===== src/shared/dtc_map.vh =====
// Register map, field positions, reset values and codes of the dual timer block
`ifndef DTC_MAP_VH
`define DTC_MAP_VH

// Register indices (printed offsets are not all multiples of four)
`define DTC_IDX_A_CTRL     8'h18
`define DTC_IDX_B_CTRL     8'h19
`define DTC_IDX_A_PERIOD   8'h1a
`define DTC_IDX_A_PULSE    8'h1b
`define DTC_IDX_B_PERIOD   8'h1c
`define DTC_IDX_B_PULSE    8'h1d
`define DTC_IDX_MISC       8'h1e
`define DTC_IDX_STATUS     8'h1f
`define DTC_IDX_MASK       8'h20
`define DTC_IDX_COUNT      8'h21

// Control register fields
`define DTC_FF_BIT         7
`define DTC_CK_HI          6
`define DTC_CK_LO          4
`define DTC_RUN_BIT        3
`define DTC_MODE_HI        2
`define DTC_MODE_LO        0
`define DTC_CTRL_RST       8'h00

// Misc register fields
`define DTC_MISC_TAP_BIT   0
`define DTC_MISC_SLOW_BIT  1
`define DTC_MISC_RST       8'h00

// Mode codes
`define DTC_MODE_PDO       3'h1
`define DTC_MODE_PWM       3'h2
`define DTC_MODE_16        3'h3

// Clock select codes
`define DTC_CK_DIV11       3'h0
`define DTC_CK_DIV7        3'h1
`define DTC_CK_DIV5        3'h2
`define DTC_CK_DIV3        3'h3
`define DTC_CK_FS          3'h4
`define DTC_CK_DIV1        3'h5
`define DTC_CK_FC          3'h6
`define DTC_CK_EXT         3'h7

// Status bits
`define DTC_ST_A_MATCH     0
`define DTC_ST_B_MATCH     1

`endif


===== src/dtc_tick_sel.v =====
// Source clock tick selection for one timer channel
`timescale 1ns/1ps
`include "dtc_map.vh"

module dtc_tick_sel
(
    input  wire [2:0]  clk_sel,
    input  wire        tap_sel,
    input  wire        slow_mode,
    input  wire [11:0] fc_div,
    input  wire        fs_tick,
    input  wire        fs8_tick,
    input  wire        ext_tick,
    output reg         tick
);

    // One-cycle tick per selected prescaler tap
    always @*
    begin
        case (clk_sel)
            `DTC_CK_DIV11: tick = (tap_sel | slow_mode) ? fs8_tick : (fc_div[10:0] == 11'h7ff);
            `DTC_CK_DIV7:  tick = fc_div[6:0] == 7'h7f;
            `DTC_CK_DIV5:  tick = fc_div[4:0] == 5'h1f;
            `DTC_CK_DIV3:  tick = fc_div[2:0] == 3'h7;
            `DTC_CK_FS:    tick = fs_tick;
            `DTC_CK_DIV1:  tick = fc_div[0];
            `DTC_CK_FC:    tick = 1'b1;
            `DTC_CK_EXT:   tick = ext_tick;
            default:       tick = 1'b0;
        endcase
    end

endmodule


===== src/dtc_top.v =====
// Dual 8-bit timer control block with APB register access
`timescale 1ns/1ps
`include "dtc_map.vh"

module dtc_top
(
    input  wire        clk_sys,
    input  wire        sys_rst,
    input  wire        clk_en,
    input  wire        psel,
    input  wire        penable,
    input  wire        pwrite,
    input  wire [11:0] paddr,
    input  wire [31:0] pwdata,
    input  wire [3:0]  pstrb,
    output wire        pready,
    output reg  [31:0] prdata,
    output wire        pslverr,
    input  wire        fs_pulse,
    input  wire        timer_a_pin,
    input  wire        timer_b_pin,
    output wire        timer_a_out,
    output wire        timer_b_out,
    output wire        irq
);

    // ----------------------------------------------------------------
    // Registers and state
    // ----------------------------------------------------------------
    reg  [7:0]  timer_a_control_q;
    reg  [7:0]  timer_b_control_q;
    reg  [7:0]  timer_a_period_q;
    reg  [7:0]  timer_a_pulse_q;
    reg  [7:0]  timer_b_period_q;
    reg  [7:0]  timer_b_pulse_q;
    reg  [7:0]  misc_q;
    reg  [1:0]  status_q;
    reg  [1:0]  mask_q;
    reg  [7:0]  cnt_a_q;
    reg  [7:0]  cnt_b_q;
    reg         ff_a_q;
    reg         ff_b_q;
    reg  [11:0] fc_div_q;
    reg  [2:0]  fs_div_q;
    reg  [2:0]  fs_sync_q;
    reg  [2:0]  pa_sync_q;
    reg  [2:0]  pb_sync_q;

    // ----------------------------------------------------------------
    // Address decode
    // ----------------------------------------------------------------

    // Byte address is four times the index
    function [7:0] word_idx;
        input [11:0] addr;
        begin
            word_idx = addr[9:2];
        end
    endfunction

    function sel_hit;
        input [7:0] idx;
        input [7:0] want;
        begin
            sel_hit = idx == want;
        end
    endfunction

    wire [7:0] idx      = word_idx(paddr);
    wire       wr_en    = psel & penable & pwrite & pstrb[0] & ~pslverr;
    wire       mapped   = (idx >= `DTC_IDX_A_CTRL) && (idx <= `DTC_IDX_COUNT);

    // Zero wait states; unmapped or misaligned accesses answer with an error
    assign pready  = 1'b1;
    assign pslverr = psel & penable & (~mapped | (paddr[1:0] != 2'h0));

    // ----------------------------------------------------------------
    // Derived controls
    // ----------------------------------------------------------------
    wire [2:0] mode_a   = timer_a_control_q[`DTC_MODE_HI:`DTC_MODE_LO];
    wire [2:0] mode_b   = timer_b_control_q[`DTC_MODE_HI:`DTC_MODE_LO];
    wire       chain    = mode_a == `DTC_MODE_16;
    wire       run_a    = chain ? timer_b_control_q[`DTC_RUN_BIT]
                                : timer_a_control_q[`DTC_RUN_BIT];
    wire       run_b    = timer_b_control_q[`DTC_RUN_BIT];
    wire       init_a   = chain ? timer_b_control_q[`DTC_FF_BIT]
                                : timer_a_control_q[`DTC_FF_BIT];
    wire       init_b   = timer_b_control_q[`DTC_FF_BIT];
    wire       tap_sel  = misc_q[`DTC_MISC_TAP_BIT];
    wire       slow     = misc_q[`DTC_MISC_SLOW_BIT];

    // Pin and low-speed clock rising edges, second synchroniser stage compared against the third
    wire       fs_tick  = fs_sync_q[1] & ~fs_sync_q[2];
    wire       fs8_tick = fs_tick & (fs_div_q == 3'h7);
    wire       pa_tick  = pa_sync_q[1] & ~pa_sync_q[2];
    wire       pb_tick  = pb_sync_q[1] & ~pb_sync_q[2];

    wire       tick_a;
    wire       tick_b;

    // ----------------------------------------------------------------
    // Tick selection per channel
    // ----------------------------------------------------------------
    dtc_tick_sel u_tick_a
    (
        .clk_sel   (timer_a_control_q[`DTC_CK_HI:`DTC_CK_LO]),
        .tap_sel   (tap_sel),
        .slow_mode (slow),
        .fc_div    (fc_div_q),
        .fs_tick   (fs_tick),
        .fs8_tick  (fs8_tick),
        .ext_tick  (pa_tick),
        .tick      (tick_a)
    );

    dtc_tick_sel u_tick_b
    (
        .clk_sel   (timer_b_control_q[`DTC_CK_HI:`DTC_CK_LO]),
        .tap_sel   (tap_sel),
        .slow_mode (slow),
        .fc_div    (fc_div_q),
        .fs_tick   (fs_tick),
        .fs8_tick  (fs8_tick),
        .ext_tick  (pb_tick),
        .tick      (tick_b)
    );

    // ----------------------------------------------------------------
    // Match logic
    // ----------------------------------------------------------------
    // In chained mode timer A is the low byte, B the high byte
    wire        match16  = chain && ({cnt_b_q, cnt_a_q} == {timer_b_period_q, timer_a_period_q});
    wire        match_a  = run_a & tick_a & (chain ? match16 : cnt_a_q == timer_a_period_q);
    wire        match_b  = ~chain & run_b & tick_b & (cnt_b_q == timer_b_period_q);
    wire        pwm_a    = run_a & tick_a & ~chain & (mode_a == `DTC_MODE_PWM)
                           & (cnt_a_q == timer_a_pulse_q);
    wire        pwm_b    = run_b & tick_b & ~chain & (mode_b == `DTC_MODE_PWM)
                           & (cnt_b_q == timer_b_pulse_q);
    wire        pwm16    = run_a & tick_a & chain & (mode_b == `DTC_MODE_PWM)
                           & ({cnt_b_q, cnt_a_q} == {timer_b_pulse_q, timer_a_pulse_q});

    assign timer_a_out = ff_a_q;
    assign timer_b_out = ff_b_q;
    assign irq         = |(status_q & mask_q);

    // ----------------------------------------------------------------
    // Synchronisers and prescalers
    // ----------------------------------------------------------------

    // Two flops before use; third flop only stores the previous level for edges
    always @(posedge clk_sys)
    begin
        if (sys_rst)
        begin
            fs_sync_q <= 3'h0;
            pa_sync_q <= 3'h0;
            pb_sync_q <= 3'h0;
            fc_div_q  <= 12'h000;
            fs_div_q  <= 3'h0;
        end
        else if (clk_en)
        begin
            fs_sync_q <= {fs_sync_q[1:0], fs_pulse};
            pa_sync_q <= {pa_sync_q[1:0], timer_a_pin};
            pb_sync_q <= {pb_sync_q[1:0], timer_b_pin};
            fc_div_q  <= fc_div_q + 12'h001;
            if (fs_tick)
                fs_div_q <= fs_div_q + 3'h1;
        end
    end

    // ----------------------------------------------------------------
    // Register writes
    // ----------------------------------------------------------------

    // Period and pulse writes are not blocked while running; software keeps off
    always @(posedge clk_sys)
    begin
        if (sys_rst)
        begin
            timer_a_control_q <= `DTC_CTRL_RST;
            timer_b_control_q <= `DTC_CTRL_RST;
            timer_a_period_q  <= 8'h00;
            timer_a_pulse_q   <= 8'h00;
            timer_b_period_q  <= 8'h00;
            timer_b_pulse_q   <= 8'h00;
            misc_q            <= `DTC_MISC_RST;
            mask_q            <= 2'h0;
        end
        else if (clk_en && wr_en)
        begin
            if (sel_hit(idx, `DTC_IDX_A_CTRL))
                timer_a_control_q <= pwdata[7:0];
            if (sel_hit(idx, `DTC_IDX_B_CTRL))
                timer_b_control_q <= pwdata[7:0];
            if (sel_hit(idx, `DTC_IDX_A_PERIOD))
                timer_a_period_q <= pwdata[7:0];
            if (sel_hit(idx, `DTC_IDX_A_PULSE))
                timer_a_pulse_q <= pwdata[7:0];
            if (sel_hit(idx, `DTC_IDX_B_PERIOD))
                timer_b_period_q <= pwdata[7:0];
            if (sel_hit(idx, `DTC_IDX_B_PULSE))
                timer_b_pulse_q <= pwdata[7:0];
            if (sel_hit(idx, `DTC_IDX_MISC))
                misc_q <= {6'h00, pwdata[1:0]};
            if (sel_hit(idx, `DTC_IDX_MASK))
                mask_q <= pwdata[1:0];
        end
    end

    // ----------------------------------------------------------------
    // Interrupt status
    // ----------------------------------------------------------------

    // Write one to clear; a match in the same cycle wins over the clear
    always @(posedge clk_sys)
    begin
        if (sys_rst)
            status_q <= 2'h0;
        else if (clk_en)
        begin
            status_q <= (status_q & ~((wr_en && sel_hit(idx, `DTC_IDX_STATUS))
                                      ? pwdata[1:0] : 2'h0))
                        | {match_b, match_a};
        end
    end

    // ----------------------------------------------------------------
    // Counters and flip-flops
    // ----------------------------------------------------------------

    // Stopped counters sit at zero with the flip-flop at its initial value
    always @(posedge clk_sys)
    begin
        if (sys_rst)
        begin
            cnt_a_q <= 8'h00;
            cnt_b_q <= 8'h00;
            ff_a_q  <= 1'b0;
            ff_b_q  <= 1'b0;
        end
        else if (clk_en)
        begin
            if (!run_a)
            begin
                cnt_a_q <= 8'h00;
                ff_a_q  <= init_a;
            end
            else if (tick_a)
            begin
                if (match_a)
                begin
                    cnt_a_q <= 8'h00;
                    ff_a_q  <= (chain ? mode_b : mode_a) == `DTC_MODE_PWM
                               ? init_a : ~ff_a_q;
                end
                else
                begin
                    cnt_a_q <= cnt_a_q + 8'h01;
                    if (pwm_a | pwm16)
                        ff_a_q <= ~init_a;
                end
            end

            // Chained: B is the high byte and carries on A wrap
            if (chain)
            begin
                ff_b_q <= ff_a_q;
                if (!run_a || match_a)
                    cnt_b_q <= 8'h00;
                else if (tick_a && cnt_a_q == 8'hff)
                    cnt_b_q <= cnt_b_q + 8'h01;
            end
            else if (!run_b)
            begin
                cnt_b_q <= 8'h00;
                ff_b_q  <= init_b;
            end
            else if (tick_b)
            begin
                if (match_b)
                begin
                    cnt_b_q <= 8'h00;
                    ff_b_q  <= mode_b == `DTC_MODE_PWM ? init_b : ~ff_b_q;
                end
                else
                begin
                    cnt_b_q <= cnt_b_q + 8'h01;
                    if (pwm_b)
                        ff_b_q <= ~init_b;
                end
            end
        end
    end

    // ----------------------------------------------------------------
    // Read data
    // ----------------------------------------------------------------

    // Registered so data follows one cycle after setup, valid at access
    always @(posedge clk_sys)
    begin
        if (sys_rst)
            prdata <= 32'h0000_0000;
        else if (clk_en && psel && !penable && !pwrite)
        begin
            case (idx)
                `DTC_IDX_A_CTRL:   prdata <= {24'h000000, timer_a_control_q};
                `DTC_IDX_B_CTRL:   prdata <= {24'h000000, timer_b_control_q};
                `DTC_IDX_A_PERIOD: prdata <= {24'h000000, timer_a_period_q};
                `DTC_IDX_A_PULSE:  prdata <= {24'h000000, timer_a_pulse_q};
                `DTC_IDX_B_PERIOD: prdata <= {24'h000000, timer_b_period_q};
                `DTC_IDX_B_PULSE:  prdata <= {24'h000000, timer_b_pulse_q};
                `DTC_IDX_MISC:     prdata <= {24'h000000, misc_q};
                `DTC_IDX_STATUS:   prdata <= {30'h0, status_q};
                `DTC_IDX_MASK:     prdata <= {30'h0, mask_q};
                `DTC_IDX_COUNT:    prdata <= {14'h0, ff_b_q, ff_a_q, cnt_b_q, cnt_a_q};
                default:           prdata <= 32'h0000_0000;
            endcase
        end
    end

endmodule


===== config.mk =====
export PLATFORM = sky130hd
export DESIGN_NAME = dtc_top
export DESIGN_NICKNAME = d
export VERILOG_FILES = /design/src/dtc_tick_sel.v /design/src/dtc_top.v
export VERILOG_INCLUDE_DIRS = /design/src /design/src/shared
export SDC_FILE = /design/constraint.sdc
export NUM_CORES = 1
export LEC_CHECK = 0
export BUFFER_PORTS_ARGS = -buffer_cell sky130_fd_sc_hd__buf_4
export CAP_MARGIN = 20
export CORE_MARGIN = 2
export CORE_UTILIZATION = 28
export DETAILED_ROUTE_END_ITERATION = 10
export GPL_TIMING_DRIVEN = 0
export MAX_ROUTING_LAYER = met4
export PLACE_DENSITY = 0.48
export SLEW_MARGIN = 20
export SYNTH_ARGS = -nofsm -noshare
export SYNTH_HDL_FRONTEND = slang
export SYNTH_SLANG_ARGS = --single-unit

===== constraint.sdc =====
create_clock -name clk_sys -period 3.05 [get_ports clk_sys]
set_input_delay 0.61 -clock clk_sys [delete_from_list [all_inputs] [get_ports clk_sys]]
set_output_delay 0.61 -clock clk_sys [all_outputs]
set_load 0.1 [all_outputs]

==> summary.txt, run 1 <==
Cells and area
  – Finished Cell Area: 7183 um^2
  – Share of layout cells above drive strength 1: 0.1503
  – Final net count: 856
  – Area grow syn2layout: 23.78%
  – Final Util: 0.3539
  – # diodes: 0

Place
  – # port buffers: 46
  – Area after DPL: 6548 um^2
  – Detailed placement HPWL: 14540 um
  – Placer Congestion: 0.9063

Worst setup path
  – CP top delay family: simple AND/OR/NAND/NOR gates
  – CP peak stage delay: 450 ps
  – Critical Path RT: 3360 ps
  – Critical path buffers and inverters: 0
  – CP arrival: 3180 ps
  – Cells along the critical path: ha_1, nand3_2, nor4_4, nor2_2, o41ai_4, nor3b_2, a211o_1, a21o_1, nor2_1
  – Worst path slowest cell: o41ai_4
  – Critical path startpoint category: flip-flop
  – Critical Path Sink Type: flip-flop
  – Setup CP Type: reg -> reg
  – CP max FO: 6

Floorplanning
  – Core Area: 20300 um^2
  – Die X: 148.0 um
  – Num ports: 94
  – DIE HEIGHT: 148.0 um
  – Initial Util: 0.2859
  – Row Count: 52
  – Die area: 21890 um^2

Routing
  – Via density per instance: 4.991
  – Antenna Nets Post-Route: 0
  – Routed wire length: 19750 um
  – Total number of vias: 5365
  – Detailed Routing Iterations Pass 1: 6
  – Iteration-0 DRC Markers: 413
  – Post-route DRC: 0
  – Wirelength per Cell: 18.37 um

Global route
  – First-pass GRT wire length: 30250 um
  – Gr ovfl total: 0
  – Largest net degree at the start of global routing: 17
  – Initial antenna violation count: 0
  – Vias in the first global route: 5062
  – GRT Resource Usage Total: 0.1890

CTS
  – # clock sinks: 113
  – Clock Path Buffers: 2
  – Reg clk slew, reported paths: 50 ps
  – Clk root buf: clkbuf_16
  – Setup repair bufs after CTS: 0
  – Insertion delay to the later sink of the worst-skew pair: 430 ps
  – CTS tree: yes
  – CTS buffer count: 17
  – CTS H-tree lvls: 4
  – Hold-fix buffers at CTS: 0

Yosys
  – Most used DFF post-synth: dfxtp_1
  – EDFF count, synth: 0
  – Async S/R FF share, synth: 0
  – Syn_area_per_cell: 8.139 um^2
  – Gate count of the mapped netlist: 713
  – Synth Warn #: 0
  – Post-Syn Area: 5803 um^2
  – Synthesized flop and latch total: 113
  – Post-synthesis cell type count: 57
  – Seq/Total Area, Yosys: 0.3898

Job
  – Max-cap violation count: 0

Power
  – Worst ir drop on vdd: 394.9 uV
  – Pleak: 2.790 nW
  – Pwr Density: 549.3 nW/um^2
  – Pwr Total: 3.946 mW

Timing
  – Slew headroom: 0.3128
  – FMAX: 347.9 MHz
  – Post-route clock skew: 9.252 ps
  – Slew of the pin with the lowest slew margin: 1023 ps
  – Final worst-path cycle share: 0.9426
  – Setup Viol. Count Final: 0
  – RSZ-0062 raised after global routing: no
  – Final Hold Viols: 0
  – Setup_tns: 0 ps
  – Tmin final: 2875 ps
  – Final Max Slew Viols: 0

Outcome
  – Status: finished, final reports clean

Hold path
  – HP Class: in -> reg
-- metrics by stage --
step	worst slack, ps	cells	hold WS [ps]
3_5_place_dp	-138.7	1043	451.7
3_3_place_gp	-141.9	1042	446.3
4_1_cts	88.28	1075	414.1
2_1_floorplan	528.2	726	445.0
5_1_grt	20.64	1075	417.9
6_report	175.2	1075	422.1
-- routing by layer --
| metal | global-route usage | up-vias | routed length (um) | share of wire |
|---|---|---|---|---|
| met5 | - | - | 0 | 0 |
| met4 | 0.06714 | 0 | 497 | 0.025 |
| met3 | 0.04043 | 31 | 1163 | 0.059 |
| met2 | 0.2903 | 149 | 8967 | 0.45 |
| met1 | 0.2460 | 2545 | 9120 | 0.46 |
| li1 | - | 2640 | - | - |
-- layout make-up --
class                   instances  area [um^2]
inverters                      10        37.54
clock inverters                14        187.7
plain buffers                  61        299.0
flip-flops and latches        113         2262
multi-input cells             542         3267
fillers                      2176        13120
repair buffers                 47        352.8
well taps                     270        337.8
clock buffers                  18        439.2
-- worst paths after layout --
path,start,to,slack [ps],cells past startpoint
setup / recovery,fc_div_q[0]$_SDFFE_PP0P_,cnt_b_q[4]$_SDFFE_PP0P_,180,9
hold / removal,fs_pulse,fs_sync_q[0]$_SDFFE_PP0P_,420,3
setup reg to reg,fc_div_q[0]$_SDFFE_PP0P_,cnt_b_q[4]$_SDFFE_PP0P_,180,9
hold reg to reg,prdata[8]$_SDFFE_PP0P_,prdata[8]$_SDFFE_PP0P_,460,2
-- sequential cells by signal, indices dropped and copies added (netlist names), 8 cells and up --
| name | count |
|---|---|
| prdata | 18 |
| timer_b_pulse_q | 8 |
| timer_a_pulse_q | 8 |
| timer_a_period_q | 8 |
| cnt_b_q | 8 |
| timer_b_period_q | 8 |
| timer_b_control_q | 8 |
| timer_a_control_q | 8 |
| cnt_a_q | 8 |
| fc_div_q | 11 |
-- where the power goes --
group	switching, mW	leakage, nW	internal [mW]	total, mW
combinational	0.237	1.58	0.0765	0.314
sequential	0.0106	0.912	1.49	1.50
clock	0.749	0.298	1.38	2.13
-- kinds of logic after synthesis --
group	Yosys count	synth area share
AOI/OAI and AO/OA	133	0.1464
DFF	113	0.3898
other	2	0.001294
and+or+nand+nor	297	0.2449
xor gates and xnor gates	52	0.07848
adders and majority gates	7	0.01509
muxes	38	0.06598
buffers and inverters	71	0.05800
-- layout by cell type, fill, tap and decap left out, types with 4 or more instances in the layout --
| cell | n |
|---|---|
| dfxtp_1 | 113 |
| nand2_1 | 91 |
| nor2_1 | 73 |
| nand3_1 | 65 |
| buf_4 | 63 |
| a21oi_1 | 62 |
| xor2_1 | 37 |
| mux2i_1 | 36 |
| clkbuf_1 | 34 |
| o21ai_0 | 22 |
| clkbuf_16 | 17 |
| xnor2_1 | 15 |
| conb_1 | 15 |
| nand4_1 | 14 |
| inv_1 | 10 |
| nor3_1 | 10 |
| a22oi_1 | 9 |
| buf_2 | 7 |
| ha_1 | 7 |
| and3_1 | 6 |
| nor4_1 | 6 |
| a221oi_1 | 6 |
| a31oi_1 | 5 |
| and2_1 | 4 |
| a222oi_1 | 4 |
| clkinvlp_4 | 4 |
| clkinv_2 | 4 |
| bufinv_16 | 4 |
-- Yosys cell counts, types with 3 or more instances --
cell	count	share of area
a21oi_1	62	0.053
a221oi_1	6	0.0091
a222oi_1	4	0.0069
a22oi_1	10	0.013
a31oi_1	5	0.0054
and2_1	4	0.0043
and3_1	6	0.0065
buf_1	3	0.0019
buf_2	7	0.0060
buf_4	16	0.021
clkbuf_1	34	0.022
dfxtp_1	113	0.39
ha_1	7	0.015
inv_1	10	0.0065
mux2i_1	36	0.062
nand2_1	91	0.059
nand2b_1	3	0.0032
nand3_1	65	0.056
nand4_1	14	0.015
nor2_1	73	0.047
nor2b_1	3	0.0032
nor3_1	11	0.0095
nor3b_1	3	0.0039
nor4_1	6	0.0065
o21ai_0	23	0.020
o22ai_1	3	0.0032
xnor2_1	15	0.023
xor2_1	37	0.056
-- worst reg2reg max path, delay by kind of cell, from the launching register on --
family	cells	cell delay, ps
flip-flops	1	420
adder cells (fa/ha/maj)	1	230
AND/OR/NAND/NOR	5	1170
AO/OA/AOI/OAI	3	940
-- timing repair --
item | 4_1_cts | 5_1_grt
pin swaps | 0 | 0
setup endpoints to repair | 8 | 10
resized for setup | 1 | 2
No activity file was read; power rests on OpenSTA's default activity.
==> run 2, diff against run 1 <==
ABC_AREA = 1   (was not set)
RECOVER_POWER = 25   (was not set)
==> run 2 against run 1 <==
Critical path depth up 2. Hold slack worse by 14 ps. Maximum frequency up 4.9%. Global-route usage down 0.80 points. Core utilization down 1.1 points. Clock skew up 5.5 ps. Largest cell class unchanged. Largest power group unchanged.
==> summary.txt, run 2 <==
Outcome
  – Status: finished, final reports clean

Cells and area
  – Commonest cells after routing, fill and taps aside: nand2_1, dfxtp_1, nor2_1
  – Top Registers: prdata x18, fc_div_q x11
  – # diodes: 0
  – Share of layout cells above drive strength 1: 0.1255
  – Max FFs per register: 18
  – Filler cells: 2412
  – Final net count: 1040
  – Biggest register: prdata
  – Most common cell after layout, fill and taps aside: nand2_1
  – Layout Cells excl Fill: 1268
  – Area grow syn2layout: 20.35%

Timing
  – Final Max Slew Viols: 0
  – Setup Viol. Count Final: 0
  – Post-route clock skew: 14.72 ps
  – Final Hold Viols: 0
  – RSZ-0062 raised after global routing: no
  – Tmin final: 2741 ps
  – Final worst-path cycle share: 0.8987
  – Hold slack: 407.6 ps
  – Slew of the pin with the lowest slew margin: 1173 ps
  – FMAX: 364.8 MHz
  – Slew headroom: 0.2215
  – Setup_tns: 0 ps

Yosys
  – Post-synthesis cell type count: 45
  – Synth cell count leaders: nand2_1, dfxtp_1, nor2_1, inv_1, a21oi_1
  – Post-Syn Area: 6192 um^2
  – EDFF count, synth: 0
  – Most used DFF post-synth: dfxtp_1
  – Post-synth top area share: 0.3653
  – Top cells by area, synth: dfxtp_1, nand2_1, a21oi_1, nor2_1, inv_1
  – Async S/R FF share, synth: 0
  – Count leader, synth: nand2_1
  – Gate count of the mapped netlist: 896
  – Synthesized flop and latch total: 113
  – Area leader, netlist: dfxtp_1
  – Synth Warn #: 0
  – Seq/Total Area, Yosys: 0.3653
  – Syn_area_per_cell: 6.911 um^2

Power
  – Switching Fraction: 0.2461
  – Sequential Power Share: 0.386
  – NetSw: 963.0 uW
  – Clock share of power: 0.538
  – Pwr Density: 525.0 nW/um^2
  – Cell Int Power: 2.950 mW
  – Pleak: 3.177 nW
  – Comb power frac: 0.076
  – Worst ir drop on vdd: 383.1 uV

Place
  – # port buffers: 48
  – Placer Congestion: 0.9001
  – Detailed placement HPWL: 15240 um
  – Dpl cells: 1237

Global route
  – GRT Resource Usage Total: 0.1810
  – First-pass GRT wire length: 31630 um
  – Gr ovfl total: 0
  – Vias in the first global route: 5667
  – Largest net degree at the start of global routing: 17
  – Initial antenna violation count: 0

Worst setup path
  – CP peak stage delay: 640 ps
  – Critical Path Sink Type: flip-flop
  – Critical path startpoint category: input port
  – Critical Path RT: 3410 ps
  – Critical path buffers and inverters: 3
  – CP max FO: 10
  – CP arrival: 3100 ps
  – Cells along the critical path: buf_4, nor2_4, inv_1, nor3_4, nand2_4, a31oi_4, nand2_1, nor2_1, buf_6, o21ai_1, a21oi_1
  – CP top delay family: simple AND/OR/NAND/NOR gates
  – Setup CP Type: in -> reg
  – Worst path slowest cell: nor2_1

Routing
  – Post-route DRC: 0
  – Total number of vias: 6000
  – Iteration-0 DRC Markers: 376
  – Wirelength per Cell: 16.00 um
  – Detailed Routing Iterations Pass 1: 6
  – Antenna Nets Post-Route: 0
  – Routed wire length: 20290 um
  – Via density per instance: 4.732

CTS
  – Reg clk slew, reported paths: 60 ps
  – Setup repair bufs after CTS: 0
  – Post-CTS sizing: 0
  – # clock sinks: 113
  – Clock Path Buffers: 2
  – CTS tree: yes
  – Hold-fix buffers at CTS: 0
  – Insertion delay to the later sink of the worst-skew pair: 430 ps
  – CTS H-tree lvls: 4
  – Clk root buf: clkbuf_16
  – CTS buffer count: 17

Floorplanning
  – Row Count: 54
  – Initial Util: 0.2846
  – Num ports: 94
  – Die X: 152.7 um
  – Core Area: 21760 um^2
  – DIE HEIGHT: 152.7 um
  – Die area: 23320 um^2

Job
  – Max-cap violation count: 0

Hold path
  – HP Class: in -> reg
## run 2: cell count changes in the layout (fill, tap and decap cells not counted), sizes merged, moves of 18 or more
cell,delta
o21ai,+48
nand2,+108
mux2i,-36
a21oi,+33
inv,+90
buf,-18
xor2,-28
nor2,+39
## run 2: area by class of cell
| class | instances | area (um^2) | share of cell area |
|---|---|---|---|
| buffer | 46 | 291.5 | 0.03912 |
| clock buffer | 22 | 454.2 | 0.06095 |
| clock inverter | 9 | 157.7 | 0.02116 |
| inverter | 102 | 382.9 | 0.05138 |
| multi-input combinational | 648 | 3272 | 0.4391 |
| sequential | 113 | 2262 | 0.3036 |
| tap | 280 | 350.3 | 0.04701 |
| timing repair buffer | 48 | 281.5 | 0.03778 |
## run 2: through the flow
step                worst slack (ps)  total power, mW  utilization  instance area, um^2
floorplan                      121.4            1.747            -                 6241
global placement               420.4            1.840       0.3195                 6952
detailed placement             415.8            1.840       0.3195                 6952
CTS                            531.1            3.950       0.3477                 7564
global route                   149.5            4.027       0.3425                 7452
finish                         308.9            3.913       0.3425                 7452
## run 2: worst min-delay path, delay by kind of cell
family | cells | cell delay, ps
AND/OR/NAND/NOR | 2 | 110
buffers and inverters | 1 | 80
## run 2: cells by family after synthesis
family,Yosys count,synth area share
AO/OA/AOI/OAI,197,0.1744
XOR/XNOR,22,0.03112
AND/OR/NAND/NOR,407,0.3049
buffers and inverters,148,0.1089
other,2,0.001213
flip-flops,113,0.3653
adder cells (fa/ha/maj),7,0.01414
## run 2: power by group through the flow
stage | clock, mW | sequential, mW | combinational, mW
after detailed placement | 0 | 1.54 | 0.300
after global routing | 2.19 | 1.51 | 0.323
after global placement | 0 | 1.54 | 0.300
after CTS | 2.14 | 1.51 | 0.301
after floorplan | 0 | 1.54 | 0.207
final | 2.11 | 1.51 | 0.299
## run 2: path summary, 6_finish.rpt
| path | from | end | slack, ps | cells past startpoint |
|---|---|---|---|---|
| worst min register to register | prdata[13]$_SDFFE_PP0P_ | prdata[13]$_SDFFE_PP0P_ | 460 | 2 |
| worst max-delay path | paddr[9] | timer_a_control_q[7]$_SDFFE_PP0P_ | 310 | 11 |
| worst min-delay path | timer_a_pin | pa_sync_q[0]$_SDFFE_PP0P_ | 410 | 3 |
| worst max register to register | fc_div_q[0]$_SDFFE_PP0P_ | cnt_a_q[2]$_SDFFE_PP0P_ | 520 | 15 |
## run 2: routing by layer
metal	up-vias	global-route usage	share of wire
met5	-	-	0
met4	0	0.06481	0.022
met3	29	0.03242	0.045
met2	160	0.2785	0.45
met1	2736	0.2386	0.48
li1	3075	-	-
